$ cat src/hdl/acm_pkg.sv
// Constants and types shared by the configuration priority front end
package acm_pkg;

  // ************************************************************
  // Serial word layout
  // ************************************************************
  localparam int WORD_BITS = 16;
  localparam int ADDR_BITS = 5;
  localparam int DATA_BITS = 11;

  // ************************************************************
  // Register addresses (5-bit address field of a serial word)
  // ************************************************************
  localparam logic [4:0] REG_GLOBAL_CONTROL = 5'h00;
  localparam logic [4:0] REG_TEST_PATTERN_CONTROL = 5'h0A;
  localparam logic [4:0] REG_OVERRIDE_AND_GAIN_CONTROL = 5'h0D;

  // Reset values
  localparam logic [10:0] GLOBAL_CONTROL_RST = 11'h000;
  localparam logic [10:0] TEST_PATTERN_CONTROL_RST = 11'h000;
  localparam logic [10:0] OVERRIDE_AND_GAIN_CONTROL_RST = 11'h000;

  // ************************************************************
  // Field positions
  // ************************************************************
  // global_control
  localparam int GC_PWRDN_BIT = 0;
  localparam int GC_SOFT_RESET_BIT = 1;
  localparam int GC_CHAN_A_PD_BIT = 2;
  localparam int GC_CHAN_B_PD_BIT = 3;
  localparam int GC_REF_INTERNAL_BIT = 6;
  // test_pattern_control
  localparam int TP_PATTERN_LSB = 5;
  localparam int TP_PATTERN_MSB = 7;
  // override_and_gain_control
  localparam int OG_LANE_LSB = 0;
  localparam int OG_FACTOR_LSB = 2;
  localparam int OG_GAIN_BIT = 5;
  localparam int OG_ORDER_LSB = 7;
  localparam int OG_OVERRIDE_BIT = 10;

  // ************************************************************
  // Strap level codes and output pattern codes
  // ************************************************************
  localparam logic [1:0] LVL_GROUND = 2'h0;
  localparam logic [1:0] LVL_THREE_SIXTHS = 2'h1;
  localparam logic [1:0] LVL_FIVE_SIXTHS = 2'h2;
  localparam logic [1:0] LVL_SUPPLY = 2'h3;

  localparam logic [2:0] PAT_NORMAL = 3'h0;
  localparam logic [2:0] PAT_SYNC = 3'h1;
  localparam logic [2:0] PAT_DESKEW = 3'h2;

  // ************************************************************
  // Positions inside the synchronised pin vector
  // ************************************************************
  localparam int PIN_BITS = 17;
  localparam int P_RESET = 0;
  localparam int P_SEL_N = 1;
  localparam int P_SCLK = 2;
  localparam int P_SERIAL_SHIFT_DATA = 3;
  localparam int P_GPD = 4;
  localparam int P_APD = 5;
  localparam int P_BPD = 6;
  localparam int P_SEL_LVL = 7;
  localparam int P_LANE = 9;
  localparam int P_FACTOR = 11;
  localparam int P_RSVD = 13;
  localparam int P_ORDER = 15;

  typedef enum logic [1:0] {ACM_MODE_PIN, ACM_MODE_SERIAL, ACM_MODE_COMBINED} acm_mode_t;

endpackage

$ cat src/hdl/acm_config_top.sv
// Configuration source selection: strap pins versus serial control registers
`timescale 1ns/10ps
`default_nettype none

// Contract
// - After power-up the device configures itself from strap levels, no reset needed.
// - Pin-only mode: select, clock and data pins act as static straps.
// - Serial-only: host sets override bit D10 of 0x0D; then straps are ignored.
// - Combined mode: pins and registers both configure, fixed priority per function.
// - Strap functions follow register bits only while override bit is high.
// - Global power-down pin high forces power-down; else bit D0 of 0x00 rules outside pin-only mode.
// - Combined mode: coarse gain follows 0x0D D5 only with override, else 0 dB.
// - Combined mode: reference choice comes from bit D6 of 0x00.
// - Combined mode: bits D7..D5 of 0x0A select sync and deskew patterns.
// - Combined mode: software global power-down comes from bit D0 of 0x00.
// - Pin-only: clock/data both low normal; clock low data high gives sync.
// - Pin-only: clock high data low powers down everything.
// - Pin-only: clock and data both high gives deskew pattern.
// - First strap selects one or two lanes and DDR or SDR bit clock.
// - Second strap selects 12x or 14x serialization and SDR capture edge.
// - Fourth strap selects bit order and sample data format.
// - Each channel power-down strap powers down its own channel.
// - Pin-only: select pin level chooses coarse gain and reference.
// - First strap levels: DDR 1-lane, unused, SDR 2-lane, DDR 2-lane.
// - Second strap levels: 12x fall, 14x fall, 14x rise, 12x rise.
// - Fourth strap levels: MSB 2s, MSB offset, LSB offset, LSB 2s.
// - Serial word is 16 bits: 5-bit address then 11 data bits.
module acm_config_top
  import acm_pkg::*;
(
  // Clock and reset
  input wire logic mclk,
  input wire logic rst,
  // Hardware register reset pin and three-wire port
  input wire logic reg_reset_pin,
  input wire logic serial_select_n,
  input wire logic serial_shift_clk,
  input wire logic serial_shift_data,
  // Strap pins, multi-level ones as decoded two-bit level codes
  input wire logic [1:0] serial_select_level,
  input wire logic [1:0] strap_lane_clocking,
  input wire logic [1:0] strap_serial_factor,
  input wire logic [1:0] strap_reserved,
  input wire logic [1:0] strap_order_format,
  input wire logic global_powerdown_pin,
  input wire logic chan_a_powerdown_pin,
  input wire logic chan_b_powerdown_pin,
  // Resolved configuration
  output acm_mode_t cfg_mode,
  output logic two_lane,
  output logic bitclk_sdr,
  output logic serial_14x,
  output logic capture_rising,
  output logic lsb_first,
  output logic offset_binary,
  output logic coarse_gain_high,
  output logic ref_internal,
  output logic global_powerdown,
  output logic chan_a_powerdown,
  output logic chan_b_powerdown,
  output logic [2:0] test_pattern,
  output logic strap_reserved_fault
);

  // ************************************************************
  // Pin synchronisers
  // ************************************************************
  logic [PIN_BITS-1:0] pins_raw;
  logic [PIN_BITS-1:0] sync1_r;
  logic [PIN_BITS-1:0] sync2_r;

  assign pins_raw = {strap_order_format, strap_reserved, strap_serial_factor,
                     strap_lane_clocking, serial_select_level, chan_b_powerdown_pin,
                     chan_a_powerdown_pin, global_powerdown_pin, serial_shift_data,
                     serial_shift_clk, serial_select_n, reg_reset_pin};

  // Every pin is asynchronous to mclk; the first stage feeds only the second
  always_ff @(posedge mclk or posedge rst)
  begin
    if (rst)
    begin
      sync1_r <= '0;
      sync2_r <= '0;
    end
    else
    begin
      sync1_r <= pins_raw;
      sync2_r <= sync1_r;
    end
  end

  logic reset_pin_s;
  logic sel_n_s;
  logic sclk_s;
  logic serial_shift_data_s;

  assign reset_pin_s = sync2_r[P_RESET];
  assign sel_n_s = sync2_r[P_SEL_N];
  assign sclk_s = sync2_r[P_SCLK];
  assign serial_shift_data_s = sync2_r[P_SERIAL_SHIFT_DATA];

  // ************************************************************
  // Programming mode
  // ************************************************************
  logic [10:0] global_control_r;
  logic [10:0] test_pattern_control_r;
  logic [10:0] override_and_gain_control_r;
  logic override;
  logic pin_only;

  // A reset pin held high means the three-wire pins are straps
  assign pin_only = reset_pin_s;
  assign override = override_and_gain_control_r[OG_OVERRIDE_BIT];

  always_ff @(posedge mclk or posedge rst)
  begin
    if (rst)
      cfg_mode <= ACM_MODE_PIN;
    else if (pin_only)
      cfg_mode <= ACM_MODE_PIN;
    else if (override)
      cfg_mode <= ACM_MODE_SERIAL;
    else
      cfg_mode <= ACM_MODE_COMBINED;
  end

  // ************************************************************
  // Three-wire serial receiver
  // ************************************************************
  logic sclk_d_r;
  logic [WORD_BITS-2:0] shift_r;
  logic [3:0] bit_cnt_r;
  logic sclk_fall;
  logic word_done;
  logic [WORD_BITS-1:0] word;

  // Port is live only outside pin-only mode and while select is low
  assign sclk_fall = sclk_d_r && !sclk_s && !sel_n_s && !pin_only;
  assign word_done = sclk_fall && (bit_cnt_r == 4'hF);
  assign word = {shift_r, serial_shift_data_s};

  always_ff @(posedge mclk or posedge rst)
  begin
    if (rst)
      sclk_d_r <= 1'b0;
    else
      sclk_d_r <= sclk_s;
  end

  // A partial word is dropped as the count restarts while select is high; bits beyond 16 start a new word
  always_ff @(posedge mclk or posedge rst)
  begin
    if (rst)
    begin
      shift_r <= '0;
      bit_cnt_r <= 4'h0;
    end
    else if (sel_n_s || pin_only)
      bit_cnt_r <= 4'h0;
    else if (sclk_fall)
    begin
      shift_r <= word[WORD_BITS-2:0];
      bit_cnt_r <= bit_cnt_r + 4'h1;
    end
  end

  // ************************************************************
  // Control registers
  // ************************************************************
  logic [ADDR_BITS-1:0] wr_addr;
  logic [DATA_BITS-1:0] wr_data;
  logic soft_reset;

  assign wr_addr = word[WORD_BITS-1:DATA_BITS];
  assign wr_data = word[DATA_BITS-1:0];
  // The soft reset bit is never stored, so it reads back as cleared
  assign soft_reset = word_done && (wr_addr == REG_GLOBAL_CONTROL)
                      && wr_data[GC_SOFT_RESET_BIT];

  // Reset pin high clears to defaults; in pin-only mode it stays high, holding them
  always_ff @(posedge mclk or posedge rst)
  begin
    if (rst)
    begin
      global_control_r <= GLOBAL_CONTROL_RST;
      test_pattern_control_r <= TEST_PATTERN_CONTROL_RST;
      override_and_gain_control_r <= OVERRIDE_AND_GAIN_CONTROL_RST;
    end
    else if (reset_pin_s || soft_reset)
    begin
      global_control_r <= GLOBAL_CONTROL_RST;
      test_pattern_control_r <= TEST_PATTERN_CONTROL_RST;
      override_and_gain_control_r <= OVERRIDE_AND_GAIN_CONTROL_RST;
    end
    else if (word_done)
    begin
      unique case (wr_addr)
        REG_GLOBAL_CONTROL:
          global_control_r <= wr_data;
        REG_TEST_PATTERN_CONTROL:
          test_pattern_control_r <= wr_data;
        REG_OVERRIDE_AND_GAIN_CONTROL:
          override_and_gain_control_r <= wr_data;
        default:
          ;
      endcase
    end
  end

  // ************************************************************
  // Strap capture
  // ************************************************************
  logic [1:0] lane_strap_r;
  logic [1:0] factor_strap_r;
  logic [1:0] order_strap_r;
  logic [1:0] sel_lvl_strap_r;
  logic chan_a_strap_r;
  logic chan_b_strap_r;
  logic strap_live;

  // Straps are followed from reset release on, with no register reset needed
  assign strap_live = pin_only || !override;

  always_ff @(posedge mclk or posedge rst)
  begin
    if (rst)
    begin
      lane_strap_r <= LVL_GROUND;
      factor_strap_r <= LVL_GROUND;
      order_strap_r <= LVL_GROUND;
      sel_lvl_strap_r <= LVL_GROUND;
      chan_a_strap_r <= 1'b0;
      chan_b_strap_r <= 1'b0;
    end
    else if (strap_live)
    begin
      lane_strap_r <= sync2_r[P_LANE+1:P_LANE];
      factor_strap_r <= sync2_r[P_FACTOR+1:P_FACTOR];
      order_strap_r <= sync2_r[P_ORDER+1:P_ORDER];
      sel_lvl_strap_r <= sync2_r[P_SEL_LVL+1:P_SEL_LVL];
      chan_a_strap_r <= sync2_r[P_APD];
      chan_b_strap_r <= sync2_r[P_BPD];
    end
  end

  // ************************************************************
  // Priority between straps and registers
  // ************************************************************
  logic [1:0] lane_code;
  logic [1:0] factor_code;
  logic [1:0] order_code;

  always_comb
  begin
    if (strap_live)
    begin
      lane_code = lane_strap_r;
      factor_code = factor_strap_r;
      order_code = order_strap_r;
    end
    else
    begin
      lane_code = override_and_gain_control_r[OG_LANE_LSB+1:OG_LANE_LSB];
      factor_code = override_and_gain_control_r[OG_FACTOR_LSB+1:OG_FACTOR_LSB];
      order_code = override_and_gain_control_r[OG_ORDER_LSB+1:OG_ORDER_LSB];
    end
  end

  // ************************************************************
  // Level decode
  // ************************************************************
  logic two_lane_nxt;
  logic bitclk_sdr_nxt;
  logic serial_14x_nxt;
  logic capture_rising_nxt;
  logic lsb_first_nxt;
  logic offset_binary_nxt;

  // The unused first-strap level falls back to the ground setting
  always_comb
  begin
    unique case (lane_code)
      LVL_FIVE_SIXTHS:
      begin
        two_lane_nxt = 1'b1;
        bitclk_sdr_nxt = 1'b1;
      end
      LVL_SUPPLY:
      begin
        two_lane_nxt = 1'b1;
        bitclk_sdr_nxt = 1'b0;
      end
      default:
      begin
        two_lane_nxt = 1'b0;
        bitclk_sdr_nxt = 1'b0;
      end
    endcase
  end

  // Only meaningful in two-lane SDR; downstream serializer ignores it otherwise
  always_comb
  begin
    unique case (factor_code)
      LVL_GROUND:
      begin
        serial_14x_nxt = 1'b0;
        capture_rising_nxt = 1'b0;
      end
      LVL_THREE_SIXTHS:
      begin
        serial_14x_nxt = 1'b1;
        capture_rising_nxt = 1'b0;
      end
      LVL_FIVE_SIXTHS:
      begin
        serial_14x_nxt = 1'b1;
        capture_rising_nxt = 1'b1;
      end
      LVL_SUPPLY:
      begin
        serial_14x_nxt = 1'b0;
        capture_rising_nxt = 1'b1;
      end
    endcase
  end

  always_comb
  begin
    unique case (order_code)
      LVL_GROUND:
      begin
        lsb_first_nxt = 1'b0;
        offset_binary_nxt = 1'b0;
      end
      LVL_THREE_SIXTHS:
      begin
        lsb_first_nxt = 1'b0;
        offset_binary_nxt = 1'b1;
      end
      LVL_FIVE_SIXTHS:
      begin
        lsb_first_nxt = 1'b1;
        offset_binary_nxt = 1'b1;
      end
      LVL_SUPPLY:
      begin
        lsb_first_nxt = 1'b1;
        offset_binary_nxt = 1'b0;
      end
    endcase
  end

  // ************************************************************
  // Gain, reference, power-down and test pattern
  // ************************************************************
  logic coarse_gain_high_nxt;
  logic ref_internal_nxt;
  logic global_powerdown_nxt;
  logic chan_a_powerdown_nxt;
  logic chan_b_powerdown_nxt;
  logic [2:0] test_pattern_nxt;

  always_comb
  begin
    if (pin_only)
    begin
      coarse_gain_high_nxt = (sel_lvl_strap_r == LVL_THREE_SIXTHS)
                             || (sel_lvl_strap_r == LVL_FIVE_SIXTHS);
      ref_internal_nxt = sel_lvl_strap_r[1];
      unique case ({sclk_s, serial_shift_data_s})
        2'b01:
        begin
          test_pattern_nxt = PAT_SYNC;
          global_powerdown_nxt = 1'b0;
        end
        2'b10:
        begin
          test_pattern_nxt = PAT_NORMAL;
          global_powerdown_nxt = 1'b1;
        end
        2'b11:
        begin
          test_pattern_nxt = PAT_DESKEW;
          global_powerdown_nxt = 1'b0;
        end
        default:
        begin
          test_pattern_nxt = PAT_NORMAL;
          global_powerdown_nxt = 1'b0;
        end
      endcase
    end
    else
    begin
      coarse_gain_high_nxt = override && override_and_gain_control_r[OG_GAIN_BIT];
      ref_internal_nxt = global_control_r[GC_REF_INTERNAL_BIT];
      test_pattern_nxt = test_pattern_control_r[TP_PATTERN_MSB:TP_PATTERN_LSB];
      global_powerdown_nxt = global_control_r[GC_PWRDN_BIT];
    end
    // The pin wins over software in every mode
    if (sync2_r[P_GPD])
      global_powerdown_nxt = 1'b1;
    // With straps ignored, channel power-down moves to register bits
    if (strap_live)
    begin
      chan_a_powerdown_nxt = chan_a_strap_r;
      chan_b_powerdown_nxt = chan_b_strap_r;
    end
    else
    begin
      chan_a_powerdown_nxt = global_control_r[GC_CHAN_A_PD_BIT];
      chan_b_powerdown_nxt = global_control_r[GC_CHAN_B_PD_BIT];
    end
  end

  // ************************************************************
  // Output registers
  // ************************************************************
  always_ff @(posedge mclk or posedge rst)
  begin
    if (rst)
    begin
      two_lane <= 1'b0;
      bitclk_sdr <= 1'b0;
      serial_14x <= 1'b0;
      capture_rising <= 1'b0;
      lsb_first <= 1'b0;
      offset_binary <= 1'b0;
    end
    else
    begin
      two_lane <= two_lane_nxt;
      bitclk_sdr <= bitclk_sdr_nxt;
      serial_14x <= serial_14x_nxt;
      capture_rising <= capture_rising_nxt;
      lsb_first <= lsb_first_nxt;
      offset_binary <= offset_binary_nxt;
    end
  end

  always_ff @(posedge mclk or posedge rst)
  begin
    if (rst)
    begin
      coarse_gain_high <= 1'b0;
      ref_internal <= 1'b0;
      global_powerdown <= 1'b0;
      chan_a_powerdown <= 1'b0;
      chan_b_powerdown <= 1'b0;
      test_pattern <= PAT_NORMAL;
      strap_reserved_fault <= 1'b0;
    end
    else
    begin
      coarse_gain_high <= coarse_gain_high_nxt;
      ref_internal <= ref_internal_nxt;
      global_powerdown <= global_powerdown_nxt;
      chan_a_powerdown <= chan_a_powerdown_nxt;
      chan_b_powerdown <= chan_b_powerdown_nxt;
      test_pattern <= test_pattern_nxt;
      // Flags a board that left the reserved strap off ground
      strap_reserved_fault <= (sync2_r[P_RSVD+1:P_RSVD] != LVL_GROUND);
    end
  end

endmodule

`default_nettype wire

$ cat config.mk
export PLATFORM = sky130hd
export DESIGN_NAME = acm_config_top
export DESIGN_NICKNAME = d
export VERILOG_FILES = /design/src/hdl/acm_pkg.sv /design/src/hdl/acm_config_top.sv
export SDC_FILE = /design/constraint.sdc
export NUM_CORES = 1
export LEC_CHECK = 0
export BUFFER_PORTS_ARGS = -buffer_cell sky130_fd_sc_hd__buf_4
export CAP_MARGIN = 20
export CORE_ASPECT_RATIO = 1.75
export CORE_MARGIN = 3
export CORE_UTILIZATION = 40
export CTS_BUF_LIST = sky130_fd_sc_hd__clkbuf_2
export DETAILED_ROUTE_END_ITERATION = 8
export PLACE_DENSITY = 0.59
export SLEW_MARGIN = 10
export SYNTH_ARGS = -nofsm -noshare
export SYNTH_HDL_FRONTEND = slang
export SYNTH_SLANG_ARGS = --single-unit
$ cat constraint.sdc
create_clock -name mclk -period 3.9 [get_ports mclk]
set_clock_uncertainty 0.2 [all_clocks]
set_input_delay 0 -clock mclk [delete_from_list [all_inputs] [get_ports mclk]]
set_output_delay 0 -clock mclk [all_outputs]
set_load 0.01 [all_outputs]
Word level (Yosys, flattened, before mapping)
Index checks and enable logic that the tools add are counted.

storage, ports and cells
  register bits = 107
  input port bits = 19
  logic and storage cells = 114

operators by class
  add/subtract/negate cells = 1
  equality and inequality tests = 16
  mux-type cells = 31
  bitwise operators = 1
  reduce and logical (&&, ||, !) cells = 37

operator list
  cell                 number
  $mux 11              3
  $mux 8               3
  $mux 7               3
  $eq 2x2->1 const B   9
  $reduce_or 2->1      9
  $reduce_bool 2->1    6
  $eq 5x4->1 const B   2
  $mux 2               5
  $mux 1               9
  $eq 2x1->1 const B   4
  $mux 4               2
  $pmux 1 s2           4
  $reduce_and 2->1     4
  $logic_and 1x1->1    7
  $logic_not 5->1      1
  $add 4x1->4 const B  1
  $eq 4x4->1 const B   1
  $logic_not 1->1      4
  $logic_not 2->1      2
  $logic_or 1x1->1     4
  $pmux 2 s2           1
  $mux 3               1
  $not 1->1            1

Longest topological paths before layout
Gate-level depths: netlist of run 1.

  word-level depth = 10
  mapped depth = 6

Worst setup path before layout of run 1
Ideal clock, no wire load.

  kind = register to register
  from = reg shift_r[10]
  to = reg override_and_gain_control_r[0]
  setup time = 0.130 ns
  arrival time = 1.482 ns
  data required time = 3.570 ns
  path slack = 2.088 ns
  stages on the path, launching flop included = 6
  cell sequence = dfrtp_1 buf_2 or4b_1 o41ai_4 buf_6 a21oi_1

between the ends
  longest elaborated chain between the ends = 6
  elaborated cells on any way between the ends = 9
  those cells by class = 1 x eq/ne; 1 x mux; 7 x reduce/logical

RTL lines
  item                                line                   source
  start, declared                     acm_config_top.sv:131  logic [WORD_BITS-2:0] shift_r;
  start signal, assigned              acm_config_top.sv:162  shift_r <= word[WORD_BITS-2:0];
  $logic_not 5->1                     acm_config_top.sv:177  assign soft_reset = word_done && (wr_addr == REG_GLOBAL_CONTROL)
  $logic_and 1x1->1                   acm_config_top.sv:177
  $logic_and 1x1->1                   acm_config_top.sv:178  && wr_data[GC_SOFT_RESET_BIT];
  $logic_or 1x1->1                    acm_config_top.sv:189  else if (reset_pin_s || soft_reset)
  $reduce_bool 2->1 (no source line)  n/a
  $reduce_and 2->1 (no source line)   n/a
  end signal, assigned                acm_config_top.sv:203  override_and_gain_control_r <= wr_data;
  end, declared                       acm_config_top.sv:107  logic [10:0] override_and_gain_control_r;

Parallel ways exist; a longest one is shown, timed or not.
A chain may end at the register's enable or synchronous reset.

Final worst setup path of run 1
  from = reg sync2_r[0]
  to = reg override_and_gain_control_r[1]

between the ends
  longest elaborated chain between the ends = 8
  elaborated cells on any way between the ends = 10
  those cells by class = 1 x mux; 9 x reduce/logical

RTL lines
  item                                line                   source
  start, declared                     acm_config_top.sv:70   logic [PIN_BITS-1:0] sync2_r;
  start signal, assigned              acm_config_top.sv:88   sync2_r <= sync1_r;
  $logic_not 1->1                     acm_config_top.sv:138  assign sclk_fall = sclk_d_r && !sclk_s && !sel_n_s && !pin_only;
  $logic_and 1x1->1                   acm_config_top.sv:138
  $logic_and 1x1->1                   acm_config_top.sv:139  assign word_done = sclk_fall && (bit_cnt_r == 4'hF);
  $logic_and 1x1->1                   acm_config_top.sv:177
  $logic_and 1x1->1                   acm_config_top.sv:178
  $logic_or 1x1->1                    acm_config_top.sv:189
  $reduce_bool 2->1 (no source line)  n/a
  $reduce_and 2->1 (no source line)   n/a

Parallel ways exist; a longest one is shown, timed or not.

==> parameters.txt, run 1 <==
Parameter                              Value

Power and ir drop
  Power density over cell area ... 395 nW/µm²
  Combinational power share ... 0.075
  Max IR drop VDD ... 0.201 mV
  Static leakage power ... 1.98 nW
  Clock network fraction of design power ... 0.304
  Switching component of the power ... 0.409 mW
  Internal power contribution ... 1.32 mW
  Overall power consumption ... 1.73 mW
  Proportion of total power due to net switching ... 0.237
  Seq pwr share ... 0.621

Cells and area
  Area grow syn2layout ... 24.9%
  Final design area excluding fillers ... 4370 µm²
  Most frequent standard cell in the layout excluding fill and tap cells ... dfrtp_1
  # nets final ... 359
  Filler cells ... 753
  Share of post-route cells with drive strength above 1 ... 0.224
  Count of non-filler cells in the finished layout ... 459
  Most used cells in the layout excluding fill and tap cells ... dfrtp_1 (96), nand2_1 (47), buf_4 (38)
  Antenna cells ... 0

Global route
  Leftover overflow at the end of global routing ... 0
  Number of global-route vias before repair ... 2360
  Antenna violations before repair ... 0
  Pin count of the biggest net entering global routing ... 41
  Overall routing resource usage ... 0.149
  Global-route wire length before repair ... 11.5 mm

Timing
  Worst Tran Pin Value ... 0.966 ns
  Final Hold Vio Count ... 0
  Min Clock Period, post-route ... 2.62 ns
  Worst Setup Slack, final ... 1.28 ns
  Relative slew margins ... 0.353
  Unrepaired setup endpoints after global routing ... false
  Final critical-path share of the clock period ... 0.672
  Achievable clock frequency ... 381 MHz
  Final sum of negative setup slack ... 0 ns
  Final setup fails ... 0
  Final Max Slew Viols ... 0

Yosys
  Synthesized area per cell ... 13.0 µm²
  Cell count after synthesis ... 270
  Sequential-to-total area share from yosys stat ... 0.686
  Yosys warns ... 0
  Synth Register Bits ... 96
  Cell variety after synth ... 34
  Post-Synthesis Net Count ... 290
  Post-synth design cell area ... 3500 µm²

Route
  Routed wire length ... 6.70 mm
  Number of vias in the routed layout ... 2241
  Via density per instance ... 4.88
  Remaining routing DRC violations ... 0
  Drt wl/cell ... 14.6 µm
  Antenna-violating nets left ... 0
  First drt pass iteration count ... 4
  Number of DRC markers after the initial detailed-route iteration ... 99

Placed design
  Weighted congestion at the end of routability-driven global placement ... 0.792
  Placed instance area ... 3880 µm²
  Minimum setup slack after placement ... 1.33 ns
  I/O Buffers ... 35
  Hpwl dp ... 4.32 mm
  Number of cells after detailed placement ... 407

Run
  Maximum Capacitance Violations ... 0

Setup path
  Peak fanout along the critical path ... 31
  Worst reg2reg path startpoint ... sync2_r[0]
  Worst setup path startpoint ... sync2_r[0]
  Crit. End Element ... flip-flop
  Setup slack, reg-to-reg ... 1.28 ns
  Startpoint class of the critical path ... flip-flop
  Capturing point of the worst reg2reg path ... override_and_gain_control_r[1]
  FF-to-FF path depth ... 3
  Data arrival, critical path ... 2.86 ns
  CP Data Required Time ... 4.14 ns
  Crit Path Class ... flip-flop to flip-flop

Floorplan
  Io pins ... 36
  Die Wd ... 76.7 µm
  Die area ... 9960 µm²
  Std-Cell Core Area ... 8420 µm²
  Number of core rows ... 44
  Starting density of the core ... 0.416
  Die Span Y ... 130 µm

Clock network
  Clock transition time at the flip-flop clock pins of the worst setup and hold paths ... 0.24 ns
  TritonCTS clock tree ... yes
  H-tree lvl count ... 3
  Buffer type at the clock tree root ... clkbuf_2
  Number of gates resized after cts ... 0
  Insertion delay to the later sink of the worst-skew pair ... 0.57 ns
  Clock Sinks ... 96
  Maximum clock path buffer count ... 2
  Cts bufs inserted ... 9

Min path
  Hold Path Sink ... sync2_r[15]
  Min-Delay Startpoint ... sync1_r[15]
  Hold-critical path depth ... 0
  Hold Crit Class ... flip-flop to flip-flop

Run status
  Result of the run ... finished clean
[through the flow]
step	util	hold slack, ns
after floorplan	-	-0.169
after global placement	0.458	-0.0904
after detailed placement	0.461	-0.155
after CTS	0.519	0.180
after global routing	0.519	0.190
final	0.519	0.179
[synthesized netlist by cell type, drive strengths merged]
cell,number,area [µm²]
nand4b,2,17.5
or3,1,6.26
or4b,2,23.8
nor4bb,1,10.0
nand3,1,5.00
mux2i,4,40.0
and2,1,6.26
a21oi,16,80.1
dfrtp,96,2400
clkbuf,10,37.5
o41ai,1,27.5
nand2b,1,6.26
or2,2,12.5
o31ai,16,120
and4b,2,20.0
ha,1,12.5
inv,3,11.3
nand4,15,93.8
nand2,47,176
nor4b,1,8.76
nand3b,1,7.51
o21ai,3,15.0
mux2,16,180
nor2b,6,37.5
or4,1,7.51
xor2,2,17.5
xnor2,3,26.3
o2bb2ai,2,17.5
nor4,1,6.26
or4bb,1,11.3
nor2,4,15.0
buf,7,41.3
[sequential cells by signal, summed over array words and instances, names as in the netlist, 2 cells and up]
name	cells
sync1_r	17
sync2_r	17
shift_r	15
override_and_gain_control_r	8
bit_cnt_r	4
global_control_r	4
test_pattern	3
test_pattern_control_r	3
cfg_mode	2
factor_strap_r	2
lane_strap_r	2
order_strap_r	2
sel_lvl_strap_r	2
[power by group through the flow]
stage          Clock [mW]  Combinational [mW]  Sequential (mW)
2_1_floorplan           0              0.0576             1.08
3_3_place_gp            0              0.0989             1.09
3_5_place_dp            0               0.104             1.09
4_1_cts             0.544               0.132             1.07
5_1_grt             0.585               0.144             1.08
6_report            0.526               0.129             1.07
[worst max-delay path: stages, from the launching register on]
cell and delay, ns:
dfrtp_1 0.60, or4b_4 0.78, o41ai_4 0.73, o21ai_0 0.18
[logic make-up after synthesis]
kind of cell	share of synthesized area
flip-flops	0.686
AND/OR/NAND/NOR	0.135
AO/OA/AOI/OAI	0.0743
buffers and inverters	0.0257
multiplexers	0.0629
XOR/XNOR	0.0125
adder cells (fa/ha/maj)	0.00357
[metal layers]
metal  GRT usage  routed length, µm
met1       0.177               2790
met4      0.0822                199
met5           0                  0
met2       0.248               3460
met3      0.0359                239
[cell type report]
type	instances	area, µm²	area share
sequential	96	2400	0.549
tap	115	144	0.0329
multi-input combinational	154	1020	0.233
timing repair buffer	75	666	0.152
clock inverter	7	86.3	0.0197
clock buffer	9	45.0	0.0103
inverter	3	12.5	0.00286
[worst max path at each step]
stage | end | slack [ns] | cells after the start
finish | override_and_gain_control_r[1] | 1.28 | 3
global route | override_and_gain_control_r[1] | 1.11 | 3
floorplan | bit_cnt_r[0] | 1.19 | 1
CTS | override_and_gain_control_r[1] | 1.27 | 3
global placement | override_and_gain_control_r[1] | 1.37 | 3
detailed placement | override_and_gain_control_r[1] | 1.33 | 3
[repair_timing]
action	in CTS	in global routing
hold endpoints to repair	113	0
setup buffers	0	0
hold buffers	36	0
endpoints found under the setup margin	0	0
(Power assumes the default switching activity.)
==> run 2: changes to the inputs <==
==> constraint.sdc (replaced) <==
create_clock -name mclk -period 2.6 [get_ports mclk]
set_clock_uncertainty 0.2 [all_clocks]
set_input_delay 0 -clock mclk [delete_from_list [all_inputs] [get_ports mclk]]
set_output_delay 0 -clock mclk [all_outputs]
set_load 0.01 [all_outputs]
==> run 2 against run 1 <==
First-iteration DRC count rose by 82%. Count of clock-buffer cells in the layout increased by 4. Design area is essentially flat. Via count grew 1.3%. Non-clock buffer count grew 3. Total power up 45%. Routed wire length about the same. Flip-flop and latch count stayed put. Cell count increased by 0.87%. Sequential share of layout area about the same. Hold slack hardly changed.
==> parameters.txt, run 2 (synthesized netlist as in run 1, its figures left out) <==
Parameter                              Value

Route
  Number of vias in the routed layout ... 2270
  First drt pass iteration count ... 4
  Routed wire length ... 6.70 mm
  Remaining routing DRC violations ... 0
  Drt wl/cell ... 14.5 µm
  Via density per instance ... 4.90
  Antenna-violating nets left ... 0
  Number of DRC markers after the initial detailed-route iteration ... 180

Floorplan
  Starting density of the core ... 0.416
  Die area ... 9960 µm²
  Io pins ... 36
  Die Span Y ... 130 µm
  Die Wd ... 76.7 µm
  Std-Cell Core Area ... 8420 µm²
  Number of core rows ... 44

Cells and area
  Most frequent standard cell in the layout excluding fill and tap cells ... dfrtp_1
  Filler cells ... 753
  Most used cells in the layout excluding fill and tap cells ... dfrtp_1 (96), nand2_1 (47), buf_4 (41)
  Share of post-route cells with drive strength above 1 ... 0.231
  Biggest regs ... sync1_r: 17 flops, sync2_r: 17 flops, shift_r: 15 flops
  Area grow syn2layout ... 24.9%
  Count of non-filler cells in the finished layout ... 463
  # nets final ... 362
  Final core utilization ... 0.519

Global route
  Global-route wire length before repair ... 11.6 mm
  Antenna violations before repair ... 1
  Leftover overflow at the end of global routing ... 0
  Number of global-route vias before repair ... 2314
  Overall routing resource usage ... 0.153
  Pin count of the biggest net entering global routing ... 78

Setup path
  Peak fanout along the critical path ... 11
  Setup slack, reg-to-reg ... 0.42 ns
  CP peak stage delay ... 0.66 ns
  Critical path cell sequence ... or4b_4 > o41ai_4 > o21ai_0
  Data arrival, critical path ... 2.43 ns
  Startpoint class of the critical path ... flip-flop
  Largest delay share family, worst path ... compound AO/OA/AOI/OAI gates
  Standard cell with the maximum stage delay on the critical path ... o41ai_4
  Worst reg2reg path startpoint ... sync2_r[2]
  Crit. End Element ... flip-flop
  Worst Path Buf+Inv ... 0
  FF-to-FF path depth ... 3
  Crit Path Class ... flip-flop to flip-flop
  CP Data Required Time ... 2.85 ns
  Capturing point of the worst reg2reg path ... override_and_gain_control_r[1]

Timing
  Worst Tran Pin Value ... 0.650 ns
  Relative slew margins ... 0.563
  Unrepaired setup endpoints after global routing ... false
  Min Clock Period, post-route ... 2.18 ns
  Final Hold Vio Count ... 0
  Achievable clock frequency ... 459 MHz
  Final setup fails ... 0
  Final sum of negative setup slack ... 0 ns
  Final Max Slew Viols ... 0
  Worst Setup Slack, final ... 0.423 ns
  Final critical-path share of the clock period ... 0.837

Run
  Maximum Capacitance Violations ... 0

Clock network
  Cts bufs inserted ... 9
  H-tree lvl count ... 3
  Clock transition time at the flip-flop clock pins of the worst setup and hold paths ... 0.22 ns
  Insertion delay to the later sink of the worst-skew pair ... 0.56 ns
  Buffer type at the clock tree root ... clkbuf_2
  Number of gates resized after cts ... 0
  Clock Sinks ... 96
  Maximum clock path buffer count ... 2
  TritonCTS clock tree ... yes

Run status
  Result of the run ... finished clean

Power and ir drop
  Power density over cell area ... 572 nW/µm²
  Static leakage power ... 1.99 nW
  Max IR drop VDD ... 0.249 mV

Min path
  Hold-critical path depth ... 0
  Hold Path Sink ... sync2_r[2]
  Hold Crit Class ... flip-flop to flip-flop
  Min-Delay Startpoint ... sync1_r[2]

Placed design
  Weighted congestion at the end of routability-driven global placement ... 0.837
  Number of cells after detailed placement ... 410
  Hpwl dp ... 4.23 mm
  Minimum setup slack after placement ... 0.435 ns
  I/O Buffers ... 35
[run 2: how the worst max path moves through the flow]
stage	startpoint	to	slack [ns]	cells after the start
floorplan	shift_r[10]	override_and_gain_control_r[0]	0.79	5
finish	sync2_r[2]	override_and_gain_control_r[1]	0.42	3
detailed placement	sync2_r[2]	override_and_gain_control_r[1]	0.43	3
global placement	sync2_r[1]	override_and_gain_control_r[1]	0.47	3
CTS	sync2_r[2]	override_and_gain_control_r[1]	0.38	3
global route	sync2_r[2]	override_and_gain_control_r[1]	0.26	3
[run 2: final cells by class]
type,instances,area (µm²),share of cell area
antenna,1,2.50,0.000572
tap,115,144,0.0329
inverter,3,15.0,0.00343
clock inverter,3,42.5,0.00973
multi-input combinational,154,1010,0.232
sequential,96,2400,0.549
clock buffer,13,65.1,0.0149
timing repair buffer,78,688,0.157
[run 2: power by group]
part	switching, mW	total [mW]	internal, mW
clock	0.458	0.694	0.236
sequential	0.0369	1.60	1.56
combinational	0.0961	0.208	0.112
[run 2: stage by stage]
step	power [mW]	hold WS (ns)	instance area [µm²]
CTS	2.54	0.183	4370
global route	2.63	0.190	4370
global placement	1.79	-0.170	3900
finish	2.50	0.179	4370
detailed placement	1.80	-0.160	3900
floorplan	1.71	-0.169	3500
[run 2: layer usage]
| metal | share of wire | global-route usage | vias to the layer above | wire length [µm] |
|---|---|---|---|---|
| met5 | 0 | 0 | - | 0 |
| li1 | - | - | 1087 | - |
| met3 | 0.032 | 0.0311 | 18 | 211 |
| met1 | 0.40 | 0.176 | 1116 | 2680 |
| met4 | 0.040 | 0.110 | 0 | 268 |
| met2 | 0.53 | 0.254 | 49 | 3540 |
[run 2: repair_timing]
item | 4_1_cts | 5_1_grt
hold buffers | 36 | 0
setup buffers | 0 | 0
endpoints found under the setup margin | 0 | 0
hold endpoints to repair | 113 | 0
